**config.mk**
```make
export PLATFORM = sky130hd
export DESIGN_NAME = ecx_core
export DESIGN_NICKNAME = d
export VERILOG_FILES = /design/src/logic/ecx_pkg.sv /design/src/logic/ecx_bus_timer.sv /design/src/logic/ecx_cond_eval.sv /design/src/logic/ecx_core.sv
export VERILOG_INCLUDE_DIRS = /design/src /design/src/logic
export SDC_FILE = /design/constraint.sdc
export NUM_CORES = 1
export LEC_CHECK = 0
export ABC_CLOCK_PERIOD_IN_PS = 3400
export BUFFER_PORTS_ARGS = -buffer_cell sky130_fd_sc_hd__clkbuf_2
export CAP_MARGIN = 0
export CORE_ASPECT_RATIO = 0.8
export CORE_MARGIN = 1
export CORE_UTILIZATION = 25
export CTS_BUF_LIST = sky130_fd_sc_hd__clkbuf_8 sky130_fd_sc_hd__clkbuf_16
export DETAILED_ROUTE_END_ITERATION = 10
export GPL_ROUTABILITY_DRIVEN = 0
export PLACE_DENSITY = 0.51
export SLEW_MARGIN = 10
export SYNTH_ARGS = -nofsm -noshare
export SYNTH_HDL_FRONTEND = slang
export SYNTH_SLANG_ARGS = --single-unit
```
**constraint.sdc**
```tcl
create_clock -name i_ref_clk -period 3.4 [get_ports i_ref_clk]
set_clock_uncertainty 0.05 [all_clocks]
set_input_delay 0 -clock i_ref_clk [delete_from_list [all_inputs] [get_ports i_ref_clk]]
set_output_delay 0 -clock i_ref_clk [all_outputs]
set_load 0.01 [all_outputs]
```
**src/logic/ecx_regs.svh**
```systemverilog
`ifndef ECX_REGS_SVH
`define ECX_REGS_SVH
// Contract
// - Conditional branch jumps only when its condition holds; signed tests use N xor V
// - HI/LS test C or Z; CC/CS test C; NE/EQ Z; VC/VS V; PL/MI N
// - Exception return restores saved flags and program counter
// - Sleep moves the CPU from active into a power-down mode
// - Flag load writes the flag register from immediate or general register
// - Flag store copies the whole flag register to a general register
// - AND, OR, XOR of flag register with immediate byte
// - No-operation only advances the program counter by two
// - Block move copies count bytes source to destination, nothing when count zero
// - One state is one clock period; a bus cycle lasts two or three states
// - On-chip memory takes two states over 16 bits, byte or word
// - Peripherals are byte only over 8 bits in two or three states
// - Four CPU states: reset, execution, halt, exception handling
// - Subactive mode runs from the subclock, active modes from system clock
// - Halt offers high and medium sleep, standby, watch and subsleep
// - Reset and interrupt enter exception handling; interrupt pushes PC and flags

// ==========================================
// Flag register bits
`define ECX_CCR_I 7
`define ECX_CCR_N 3
`define ECX_CCR_Z 2
`define ECX_CCR_V 1
`define ECX_CCR_C 0
`define ECX_CCR_RST 8'h80

// ==========================================
// Register port indexes and fields
`define ECX_REG_CTRL 3'h0
`define ECX_REG_STAT 3'h1
`define ECX_REG_SP 3'h2
`define ECX_REG_PC 3'h3
`define ECX_REG_CNT 3'h4
`define ECX_REG_SRC 3'h5
`define ECX_REG_DST 3'h6
`define ECX_CTRL_EXEC 0
`define ECX_CTRL_HALT 2
`define ECX_STAT_CCR 0
`define ECX_STAT_CPU 8
`define ECX_STAT_HALT 10
`define ECX_SP_RST 16'h0000

// ==========================================
// Addresses, lengths and bus timing
`define ECX_RESET_VEC 16'h0000
`define ECX_LEN_SHORT 16'h0002
`define ECX_LEN_LONG 16'h0004
`define ECX_STACK_STEP 16'h0002
`define ECX_IO_SLOW_LO 16'hF700
`define ECX_IO_SLOW_HI 16'hF7FF
`define ECX_IO_FAST_LO 16'hFF80
`define ECX_LAST_FAST 2'h1
`define ECX_LAST_SLOW 2'h2
`endif

```
**src/logic/ecx_pkg.sv**
```systemverilog
`include "ecx_regs.svh"
package ecx_pkg;
  typedef enum logic [3:0] {
    OP_NOP, OP_BCC, OP_JMP, OP_BSR, OP_JSR, OP_RTS, OP_RTE, OP_SLEEP,
    OP_LDCI, OP_LDCR, OP_STC, OP_FLAG_AND_INSTR, OP_ORC, OP_FLAG_XOR_INSTR, OP_BLKMV
  } ecx_op_e;
  typedef enum logic [3:0] {
    CC_T, CC_F, CC_HI, CC_LS, CC_HS, CC_LO, CC_NE, CC_EQ,
    CC_VC, CC_VS, CC_PL, CC_MI, CC_GE, CC_LT, CC_GT, CC_LE
  } ecx_cond_e;
  typedef enum logic [1:0] {CPU_RESET, CPU_EXEC, CPU_HALT, CPU_EXC} ecx_cpu_e;
  typedef enum logic [1:0] {EM_HIGH, EM_MEDIUM, EM_SUB} ecx_exec_e;
  typedef enum logic [2:0] {
    HM_SLEEP_HIGH, HM_SLEEP_MED, HM_STANDBY, HM_WATCH, HM_SUBSLEEP
  } ecx_halt_e;
  typedef enum {
    S_RST, S_VEC, S_EXEC, S_CALL, S_EPC, S_ECCR, S_RTS, S_RCCR, S_RPC,
    S_BRD, S_BWR, S_HALT
  } ecx_fsm_e;
  typedef struct packed {
    ecx_op_e op;
    ecx_cond_e cond;
    logic [7:0] imm;
    logic [7:0] gpr_val;
    logic [15:0] target;
    logic [7:0] count;
    logic [15:0] src;
    logic [15:0] dst;
  } ecx_instr_s;
  typedef struct packed {
    logic valid;
    logic we;
    logic word;
    logic [15:0] addr;
    logic [15:0] wdata;
  } ecx_bus_s;
  typedef struct packed {
    logic [1:0] cnt;
  } ecx_tmr_s;
  typedef struct packed {
    ecx_fsm_e st;
    logic [15:0] pc;
    logic [15:0] sp;
    logic [7:0] condition_flag_register;
    logic [7:0] cnt;
    logic [15:0] src;
    logic [15:0] dst;
    logic [7:0] tmp;
    logic [15:0] vec;
    ecx_exec_e exec;
    ecx_halt_e halt;
    ecx_bus_s bus;
    logic gpr_wr;
    logic [7:0] gpr_data;
    logic done;
    logic [15:0] rdata;
  } ecx_core_s;

  function automatic logic ecx_is_slow(input logic [15:0] a);
    return a >= `ECX_IO_SLOW_LO && a <= `ECX_IO_SLOW_HI;
  endfunction
  function automatic logic ecx_is_periph(input logic [15:0] a);
    return ecx_is_slow(a) || a >= `ECX_IO_FAST_LO;
  endfunction
endpackage

```
**src/logic/ecx_bus_timer.sv**
```systemverilog
`timescale 1ns/10ps
`include "ecx_regs.svh"
module ecx_bus_timer
  import ecx_pkg::*;
(
  // Clock and reset
  input wire logic i_ref_clk,
  input wire logic i_arst_n,
  // Bus request and end of cycle
  input wire ecx_bus_s i_req,
  output logic o_done
);
  ecx_tmr_s t_r, t_nxt;
  logic [1:0] last;
  logic slow;

  assign slow = ecx_is_slow(i_req.addr);
  assign last = slow ? `ECX_LAST_SLOW : `ECX_LAST_FAST;
  assign o_done = i_req.valid && t_r.cnt == last;

  always_comb begin
    t_nxt = t_r;
    if (!i_req.valid || o_done) begin
      t_nxt.cnt = 2'h0;
    end else begin
      t_nxt.cnt = t_r.cnt + 2'h1;
    end
  end

  always_ff @(posedge i_ref_clk or negedge i_arst_n) begin
    if (!i_arst_n) begin
      t_r <= '0;
    end else begin
      t_r <= t_nxt;
    end
  end
endmodule

```
**src/logic/ecx_cond_eval.sv**
```systemverilog
`timescale 1ns/10ps
`include "ecx_regs.svh"
module ecx_cond_eval
  import ecx_pkg::*;
(
  // Condition and flags
  input wire ecx_cond_e i_cond,
  input wire logic [7:0] i_ccr,
  // Result
  output logic o_taken
);
  logic c, z, v, n;
  assign c = i_ccr[`ECX_CCR_C];
  assign z = i_ccr[`ECX_CCR_Z];
  assign v = i_ccr[`ECX_CCR_V];
  assign n = i_ccr[`ECX_CCR_N];

  always_comb begin
    unique case (i_cond)
      CC_T: o_taken = 1'b1;
      CC_F: o_taken = 1'b0;
      CC_HI: o_taken = ~(c | z);
      CC_LS: o_taken = c | z;
      CC_HS: o_taken = ~c;
      CC_LO: o_taken = c;
      CC_NE: o_taken = ~z;
      CC_EQ: o_taken = z;
      CC_VC: o_taken = ~v;
      CC_VS: o_taken = v;
      CC_PL: o_taken = ~n;
      CC_MI: o_taken = n;
      CC_GE: o_taken = ~(n ^ v);
      CC_LT: o_taken = n ^ v;
      CC_GT: o_taken = ~(z | (n ^ v));
      CC_LE: o_taken = z | (n ^ v);
    endcase
  end
endmodule

```
**src/logic/ecx_core.sv**
```systemverilog
`timescale 1ns/10ps
`include "ecx_regs.svh"
module ecx_core
  import ecx_pkg::*;
(
  // Clock and reset
  input wire logic i_ref_clk,
  input wire logic i_arst_n,
  // Instruction issue
  input wire logic i_op_valid,
  input wire ecx_instr_s i_op,
  output logic o_op_ready,
  output logic o_op_done,
  // Flag store result
  output logic o_gpr_wr,
  output logic [7:0] o_gpr_wdata,
  // Interrupt request
  input wire logic i_irq,
  input wire logic [15:0] i_irq_vec,
  // Internal bus
  output ecx_bus_s o_bus,
  input wire logic [15:0] i_bus_rdata,
  // Register port
  input wire logic [2:0] i_reg_addr,
  input wire logic [15:0] i_reg_wdata,
  input wire logic i_reg_wr,
  input wire logic i_reg_rd,
  output logic [15:0] o_reg_rdata,
  // Status
  output ecx_cpu_e o_cpu_state,
  output ecx_halt_e o_halt_mode,
  output logic o_use_subclk,
  output logic [15:0] o_pc,
  output logic [7:0] o_ccr
);
  ecx_core_s s_r, s_nxt;
  logic taken;
  logic bus_done;
  logic take_irq;
  logic accept;
  logic [15:0] sp_dn;
  logic [15:0] sp_up;
  logic [15:0] pc_nx;
  logic [15:0] disp;
  logic [15:0] stat;

  // ==========================================
  // Helpers
  ecx_cond_eval u_cond (
    .i_cond(i_op.cond),
    .i_ccr(s_r.condition_flag_register),
    .o_taken(taken)
  );

  ecx_bus_timer u_tmr (
    .i_ref_clk(i_ref_clk),
    .i_arst_n(i_arst_n),
    .i_req(s_r.bus),
    .o_done(bus_done)
  );

  // Peripherals see bytes only, so a word request there is narrowed
  function automatic ecx_bus_s bus_rq(input logic we, input logic word,
                                      input logic [15:0] a, input logic [15:0] d);
    ecx_bus_s b;
    b.valid = 1'b1;
    b.we = we;
    b.word = word & ~ecx_is_periph(a);
    b.addr = a;
    b.wdata = d;
    return b;
  endfunction

  assign sp_dn = s_r.sp - `ECX_STACK_STEP;
  assign sp_up = s_r.sp + `ECX_STACK_STEP;
  assign pc_nx = s_r.pc + `ECX_LEN_SHORT;
  assign disp = {{8{i_op.imm[7]}}, i_op.imm};
  // Halt wakes on any request; execution honours the mask bit
  assign take_irq = i_irq && ((s_r.st == S_EXEC && !s_r.condition_flag_register[`ECX_CCR_I])
                    || s_r.st == S_HALT);
  assign o_op_ready = s_r.st == S_EXEC && !take_irq;
  assign accept = i_op_valid && o_op_ready;

  always_comb begin
    stat = 16'h0000;
    stat[`ECX_STAT_CCR +: 8] = s_r.condition_flag_register;
    stat[`ECX_STAT_CPU +: 2] = o_cpu_state;
    stat[`ECX_STAT_HALT +: 3] = s_r.halt;
  end

  // ==========================================
  // CPU state
  always_comb begin
    unique case (s_r.st)
      S_RST: o_cpu_state = CPU_RESET;
      S_VEC, S_EPC, S_ECCR: o_cpu_state = CPU_EXC;
      S_HALT: o_cpu_state = CPU_HALT;
      S_EXEC, S_CALL, S_RTS, S_RCCR, S_RPC, S_BRD, S_BWR: o_cpu_state = CPU_EXEC;
    endcase
  end

  // ==========================================
  // Next state
  always_comb begin
    s_nxt = s_r;
    s_nxt.gpr_wr = 1'b0;
    s_nxt.done = 1'b0;
    s_nxt.rdata = 16'h0000;
    if (i_reg_rd) begin
      case (i_reg_addr)
        `ECX_REG_CTRL: begin
          s_nxt.rdata[`ECX_CTRL_EXEC +: 2] = s_r.exec;
          s_nxt.rdata[`ECX_CTRL_HALT +: 3] = s_r.halt;
        end
        `ECX_REG_STAT: s_nxt.rdata = stat;
        `ECX_REG_SP: s_nxt.rdata = s_r.sp;
        `ECX_REG_PC: s_nxt.rdata = s_r.pc;
        `ECX_REG_CNT: s_nxt.rdata = {8'h00, s_r.cnt};
        `ECX_REG_SRC: s_nxt.rdata = s_r.src;
        `ECX_REG_DST: s_nxt.rdata = s_r.dst;
        default: s_nxt.rdata = 16'h0000;
      endcase
    end
    if (i_reg_wr && i_reg_addr == `ECX_REG_CTRL) begin
      s_nxt.exec = ecx_exec_e'(i_reg_wdata[`ECX_CTRL_EXEC +: 2]);
      s_nxt.halt = ecx_halt_e'(i_reg_wdata[`ECX_CTRL_HALT +: 3]);
    end
    if (i_reg_wr && i_reg_addr == `ECX_REG_SP) begin
      s_nxt.sp = i_reg_wdata;
    end
    if (bus_done) begin
      s_nxt.bus.valid = 1'b0;
    end
    if (take_irq) begin
      s_nxt.sp = sp_dn;
      s_nxt.bus = bus_rq(1'b1, 1'b1, sp_dn, s_r.pc);
      s_nxt.vec = i_irq_vec;
      s_nxt.st = S_EPC;
    end else begin
      unique case (s_r.st)
        S_RST: begin
          s_nxt.bus = bus_rq(1'b0, 1'b1, `ECX_RESET_VEC, 16'h0000);
          s_nxt.st = S_VEC;
        end
        S_VEC: begin
          if (bus_done) begin
            s_nxt.pc = i_bus_rdata;
            s_nxt.st = S_EXEC;
          end
        end
        S_EXEC: begin
          if (accept) begin
            s_nxt.pc = pc_nx;
            s_nxt.done = 1'b1;
            unique case (i_op.op)
              OP_NOP: s_nxt.pc = pc_nx;
              OP_BCC: begin
                if (taken) begin
                  s_nxt.pc = pc_nx + disp;
                end
              end
              OP_JMP: s_nxt.pc = i_op.target;
              OP_BSR, OP_JSR: begin
                s_nxt.done = 1'b0;
                s_nxt.sp = sp_dn;
                s_nxt.st = S_CALL;
                if (i_op.op == OP_BSR) begin
                  s_nxt.pc = pc_nx + disp;
                  s_nxt.bus = bus_rq(1'b1, 1'b1, sp_dn, pc_nx);
                end else begin
                  s_nxt.pc = i_op.target;
                  s_nxt.bus = bus_rq(1'b1, 1'b1, sp_dn, s_r.pc + `ECX_LEN_LONG);
                end
              end
              OP_RTS: begin
                s_nxt.done = 1'b0;
                s_nxt.bus = bus_rq(1'b0, 1'b1, s_r.sp, 16'h0000);
                s_nxt.st = S_RTS;
              end
              OP_RTE: begin
                s_nxt.done = 1'b0;
                s_nxt.bus = bus_rq(1'b0, 1'b1, s_r.sp, 16'h0000);
                s_nxt.st = S_RCCR;
              end
              OP_SLEEP: s_nxt.st = S_HALT;
              OP_LDCI: s_nxt.condition_flag_register = i_op.imm;
              OP_LDCR: s_nxt.condition_flag_register = i_op.gpr_val;
              OP_STC: begin
                s_nxt.gpr_wr = 1'b1;
                s_nxt.gpr_data = s_r.condition_flag_register;
              end
              OP_FLAG_AND_INSTR: s_nxt.condition_flag_register = s_r.condition_flag_register & i_op.imm;
              OP_ORC: s_nxt.condition_flag_register = s_r.condition_flag_register | i_op.imm;
              OP_FLAG_XOR_INSTR: s_nxt.condition_flag_register = s_r.condition_flag_register ^ i_op.imm;
              OP_BLKMV: begin
                s_nxt.pc = s_r.pc + `ECX_LEN_LONG;
                s_nxt.cnt = i_op.count;
                s_nxt.src = i_op.src;
                s_nxt.dst = i_op.dst;
                if (i_op.count != 8'h00) begin
                  s_nxt.done = 1'b0;
                  s_nxt.bus = bus_rq(1'b0, 1'b0, i_op.src, 16'h0000);
                  s_nxt.st = S_BRD;
                end
              end
            endcase
          end
        end
        S_CALL: begin
          if (bus_done) begin
            s_nxt.done = 1'b1;
            s_nxt.st = S_EXEC;
          end
        end
        S_EPC: begin
          if (bus_done) begin
            s_nxt.sp = sp_dn;
            s_nxt.bus = bus_rq(1'b1, 1'b1, sp_dn, {s_r.condition_flag_register, s_r.condition_flag_register});
            s_nxt.st = S_ECCR;
          end
        end
        S_ECCR: begin
          if (bus_done) begin
            s_nxt.condition_flag_register[`ECX_CCR_I] = 1'b1;
            s_nxt.pc = s_r.vec;
            s_nxt.st = S_EXEC;
          end
        end
        S_RTS, S_RPC: begin
          if (bus_done) begin
            s_nxt.pc = i_bus_rdata;
            s_nxt.sp = sp_up;
            s_nxt.done = 1'b1;
            s_nxt.st = S_EXEC;
          end
        end
        S_RCCR: begin
          if (bus_done) begin
            s_nxt.condition_flag_register = i_bus_rdata[15:8];
            s_nxt.sp = sp_up;
            s_nxt.bus = bus_rq(1'b0, 1'b1, sp_up, 16'h0000);
            s_nxt.st = S_RPC;
          end
        end
        S_BRD: begin
          if (bus_done) begin
            s_nxt.tmp = i_bus_rdata[7:0];
            s_nxt.bus = bus_rq(1'b1, 1'b0, s_r.dst, {8'h00, i_bus_rdata[7:0]});
            s_nxt.st = S_BWR;
          end
        end
        S_BWR: begin
          if (bus_done) begin
            s_nxt.src = s_r.src + 16'h0001;
            s_nxt.dst = s_r.dst + 16'h0001;
            s_nxt.cnt = s_r.cnt - 8'h01;
            if (s_r.cnt == 8'h01) begin
              s_nxt.done = 1'b1;
              s_nxt.st = S_EXEC;
            end else begin
              s_nxt.bus = bus_rq(1'b0, 1'b0, s_r.src + 16'h0001, 16'h0000);
              s_nxt.st = S_BRD;
            end
          end
        end
        S_HALT: s_nxt.st = S_HALT;
      endcase
    end
  end

  always_ff @(posedge i_ref_clk or negedge i_arst_n) begin
    if (!i_arst_n) begin
      s_r <= '0;
      s_r.st <= S_RST;
      s_r.sp <= `ECX_SP_RST;
      s_r.condition_flag_register <= `ECX_CCR_RST;
      s_r.exec <= EM_HIGH;
      s_r.halt <= HM_SLEEP_HIGH;
    end else begin
      s_r <= s_nxt;
    end
  end

  // ==========================================
  // Outputs
  assign o_op_done = s_r.done;
  assign o_gpr_wr = s_r.gpr_wr;
  assign o_gpr_wdata = s_r.gpr_data;
  assign o_bus = s_r.bus;
  assign o_reg_rdata = s_r.rdata;
  assign o_halt_mode = s_r.halt;
  assign o_use_subclk = s_r.exec == EM_SUB;
  assign o_pc = s_r.pc;
  assign o_ccr = s_r.condition_flag_register;
endmodule

```
==> out/results.tsv <==
metric	value	unit
pin_count	229	
power_frac_comb	54.2	%
drtIter0Drc	2272	
timing.critical_path.from_type	register	
grt_antenna_before_repair	0	
clockBufferDepth	2	
hold_slack	0.0290	ns
drt_wl_total	69100	um
multi_input_area	0.00873	sq mm
insertion_delay	0.51	ns
critPathSlowestCell	dfrtp_1	
start_util	25.5	%
p_switching	6510	uW
hold_depth	4	
clkPwrFrac	16.0	%
reg2reg_from	o_pc[2]	
avgSynthCellArea	7.91	sq um
grt_pass1_vias	14900	
clock-sinks	168	
vias	15900	
via_per_inst	5.68	
fin_setup_tns	0	ns
place_hpwl	52900	um
routedWlPerCell	24.7	um
final_common_cell	clkbuf_2	
layout_common_cells	clkbuf_2 (227), nand2_1 (225), dfrtp_1 (165), o21ai_0 (151), nor2_1 (128)	
grt_pass1_wl	100000	um
worst_ep_required_time	3.76	ns
p_int	6550	uW
rr_worst_depth	14	
dieHeight	215	um
die_area	0.0578	sq mm
register_area	0.00421	sq mm
cts.clk_slew.worst_paths	0.08	ns
final_util	31.8	%
min_period	3.36	ns
rrSetupSlack	0.04	ns
cp_slowest_stage_delay	0.43	ns
numPortBuffers	228	
grt_remaining_overflow	0	
setup_ws	0.0431	ns
finalMaxSlewViolations	0	
cts_tree	yes	
ys_ff_latch	168	
powerDensity	738	mW/mm^2
ir_worst_vdd	361	uV
synth_cells	1798	
switching_share	49.9	%
rsz0062_at_grt	yes	
cpMostUsedCell	o32ai_1	
rows	77	
finalSetupViolCount	0	
dpl-instance-area	0.0159	sq mm
status	completed	
synth-async-reset-ratio	100	%
htreeDepth	4	
fin_area	0.0177	sq mm
place_ws	0.131	ns
p_seq_share	29.8	%
min_from	i_op[47]	
cp_max_fo	5	
cp.arrival	3.71	ns
cts-root-buf	clkbuf_16	
ys_warn_count	0	
synthesis.area	0.0142	sq mm
hold_viol	0	
tightest_slew	1.34	ns
numCtsBuffers	17	
coreArea	0.0557	sq mm
diodes	0	
fillers	5974	
slew_headroom	9.80	%
hold_class	primary input to register	
post-route-period-util	98.7	%
criticalPathCategory	register to register	
r2r-end	o_pc[15]	
die_w	269	um
firstDrtPassIters	6	
ys.flop_type	dfrtp_1	
maxCapViolations	0	
yosysUniqueCellTypes	87	
synth_edf_count	0	
fmax	298	MHz
power.leakage	0.00763	uW
yosysSeqAreaShare	29.6	%
syn-num-nets	1976	
path_cells	ha_2, nand3_1, nor2_1, and3_1, nand2_1, xnor2_2, ha_1, a21o_1, a31o_2, a21oi_1, o21ai_0, o32ai_1, a221oi_1, o32ai_1	
post_route_cells_drive_above_1_share	21.6	%
ant_nets	0	
areaGrowthSynthToFinish	24.5	%
hold-path-endpoint	o_pc[7]	
drc	0	
layout.nets	2214	
grtUsageTotal	23.6	%
grt_max_degree	71	
cp-end-kind	register	
synthesized netlist by cell type (11+ instances only):
cell type / instances / share of area, %
a211o_1: 15 / 0.92
a211oi_1: 23 / 1.2
a21o_1: 17 / 0.90
a21oi_1: 116 / 4.1
a221o_1: 34 / 2.4
a221oi_1: 19 / 1.2
a222oi_1: 19 / 1.3
a22o_1: 11 / 0.68
a22oi_1: 40 / 2.1
a31oi_1: 16 / 0.70
a32oi_1: 14 / 0.86
and3_1: 18 / 0.79
buf_2: 22 / 0.77
buf_4: 86 / 4.5
clkbuf_1: 103 / 2.7
dfrtp_1: 167 / 29
ha_1: 40 / 3.5
inv_1: 53 / 1.4
mux2_2: 25 / 2.0
mux2i_1: 22 / 1.5
nand2_1: 225 / 5.9
nand2b_1: 18 / 0.79
nand3_1: 46 / 1.6
nand4_1: 14 / 0.62
nor2_1: 129 / 3.4
nor2b_1: 17 / 0.75
nor3_1: 42 / 1.5
o211ai_1: 17 / 0.90
o21ai_0: 152 / 5.4
o22ai_1: 20 / 0.88
or3_1: 14 / 0.62
xnor2_1: 40 / 2.5
xor2_1: 33 / 2.0
sequential cells by signal (all words and copies together) (netlist names):
signal	cells
s_r	78
u_tmr.t_r	2
o_pc	16
o_halt_mode	3
o_ccr	8
o_op_done	1
o_bus	35
o_reg_rdata	16
o_gpr_wr	1
o_gpr_wdata	8
critical path: cells and delay by family (launching register included):
family,cells,cell delay (ns)
compound gates,7,1.39
xor+xnor,1,0.24
flops,1,0.43
fa+ha+maj,2,0.55
simple gates,4,0.62
kinds of logic (layout without fill, tap and decap cells):
logic type / Yosys count / after routing / synth area share [%]
xor+xnor: 73 / 73 / 4.50
mux: 49 / 49 / 3.85
compound gates: 597 / 597 / 28.7
flops: 168 / 168 / 29.6
fa+ha+maj: 41 / 41 / 3.66
simple gates: 594 / 594 / 19.9
buf+inv: 276 / 527 / 9.81
worst max-delay path by stage:
stage,from,to,depth (start not counted)
global placement,o_pc[2],o_pc[15],14
floorplan,o_pc[1],o_pc[14],14
finish,o_pc[2],o_pc[15],14
detailed placement,o_pc[2],o_pc[12],14
CTS,o_pc[2],o_pc[15],14
global route,o_pc[2],o_pc[14],12
per-stage QoR:
stage	cells	power [uW]
6_report	2799	13100
5_1_grt	2799	13800
4_1_cts	2795	12800
3_5_place_dp	2653	10500
3_3_place_gp	2653	10400
2_1_floorplan	1798	7980
cell type report:
type                            count  area share (%)
Clock inverter                     15           0.947
Sequential cell                   168            23.8
Clock buffer                       17            2.40
Multi-Input combinational cell   1354            49.4
Timing Repair Buffer              441            17.1
Inverter                           54            1.15
Tap cell                          750            5.30
repair_timing:
action	4_1_cts	5_1_grt
hold buffers	110	0
buffers inserted	0	4
resized for setup	0	18
endpoints found under the setup margin	0	5
hold endpoints to repair	201	0
power by group through the flow:
stage | sequential (uW) | combinational (uW) | clock [uW]
after CTS | 3830 | 6800 | 2150
final | 3890 | 7080 | 2100
after floorplan | 3170 | 4810 | 0
after global placement | 3840 | 6600 | 0
after detailed placement | 3860 | 6630 | 0
after global routing | 3960 | 7620 | 2210
metal layers:
| metal | up-vias | wire (um) | GRT usage, % | share of wire (%) |
|---|---|---|---|---|
| met2 | 1007 | 28200 | 33.0 | 41 |
| met1 | 7757 | 30900 | 34.2 | 45 |
| met4 | 0 | 2060 | 7.35 | 3.0 |
| met5 | - | 0 | 0 | 0 |
| li1 | 7008 | - | - | - |
| met3 | 120 | 7930 | 7.20 | 11 |
Note: power is estimated with default switching activity, not from simulation.
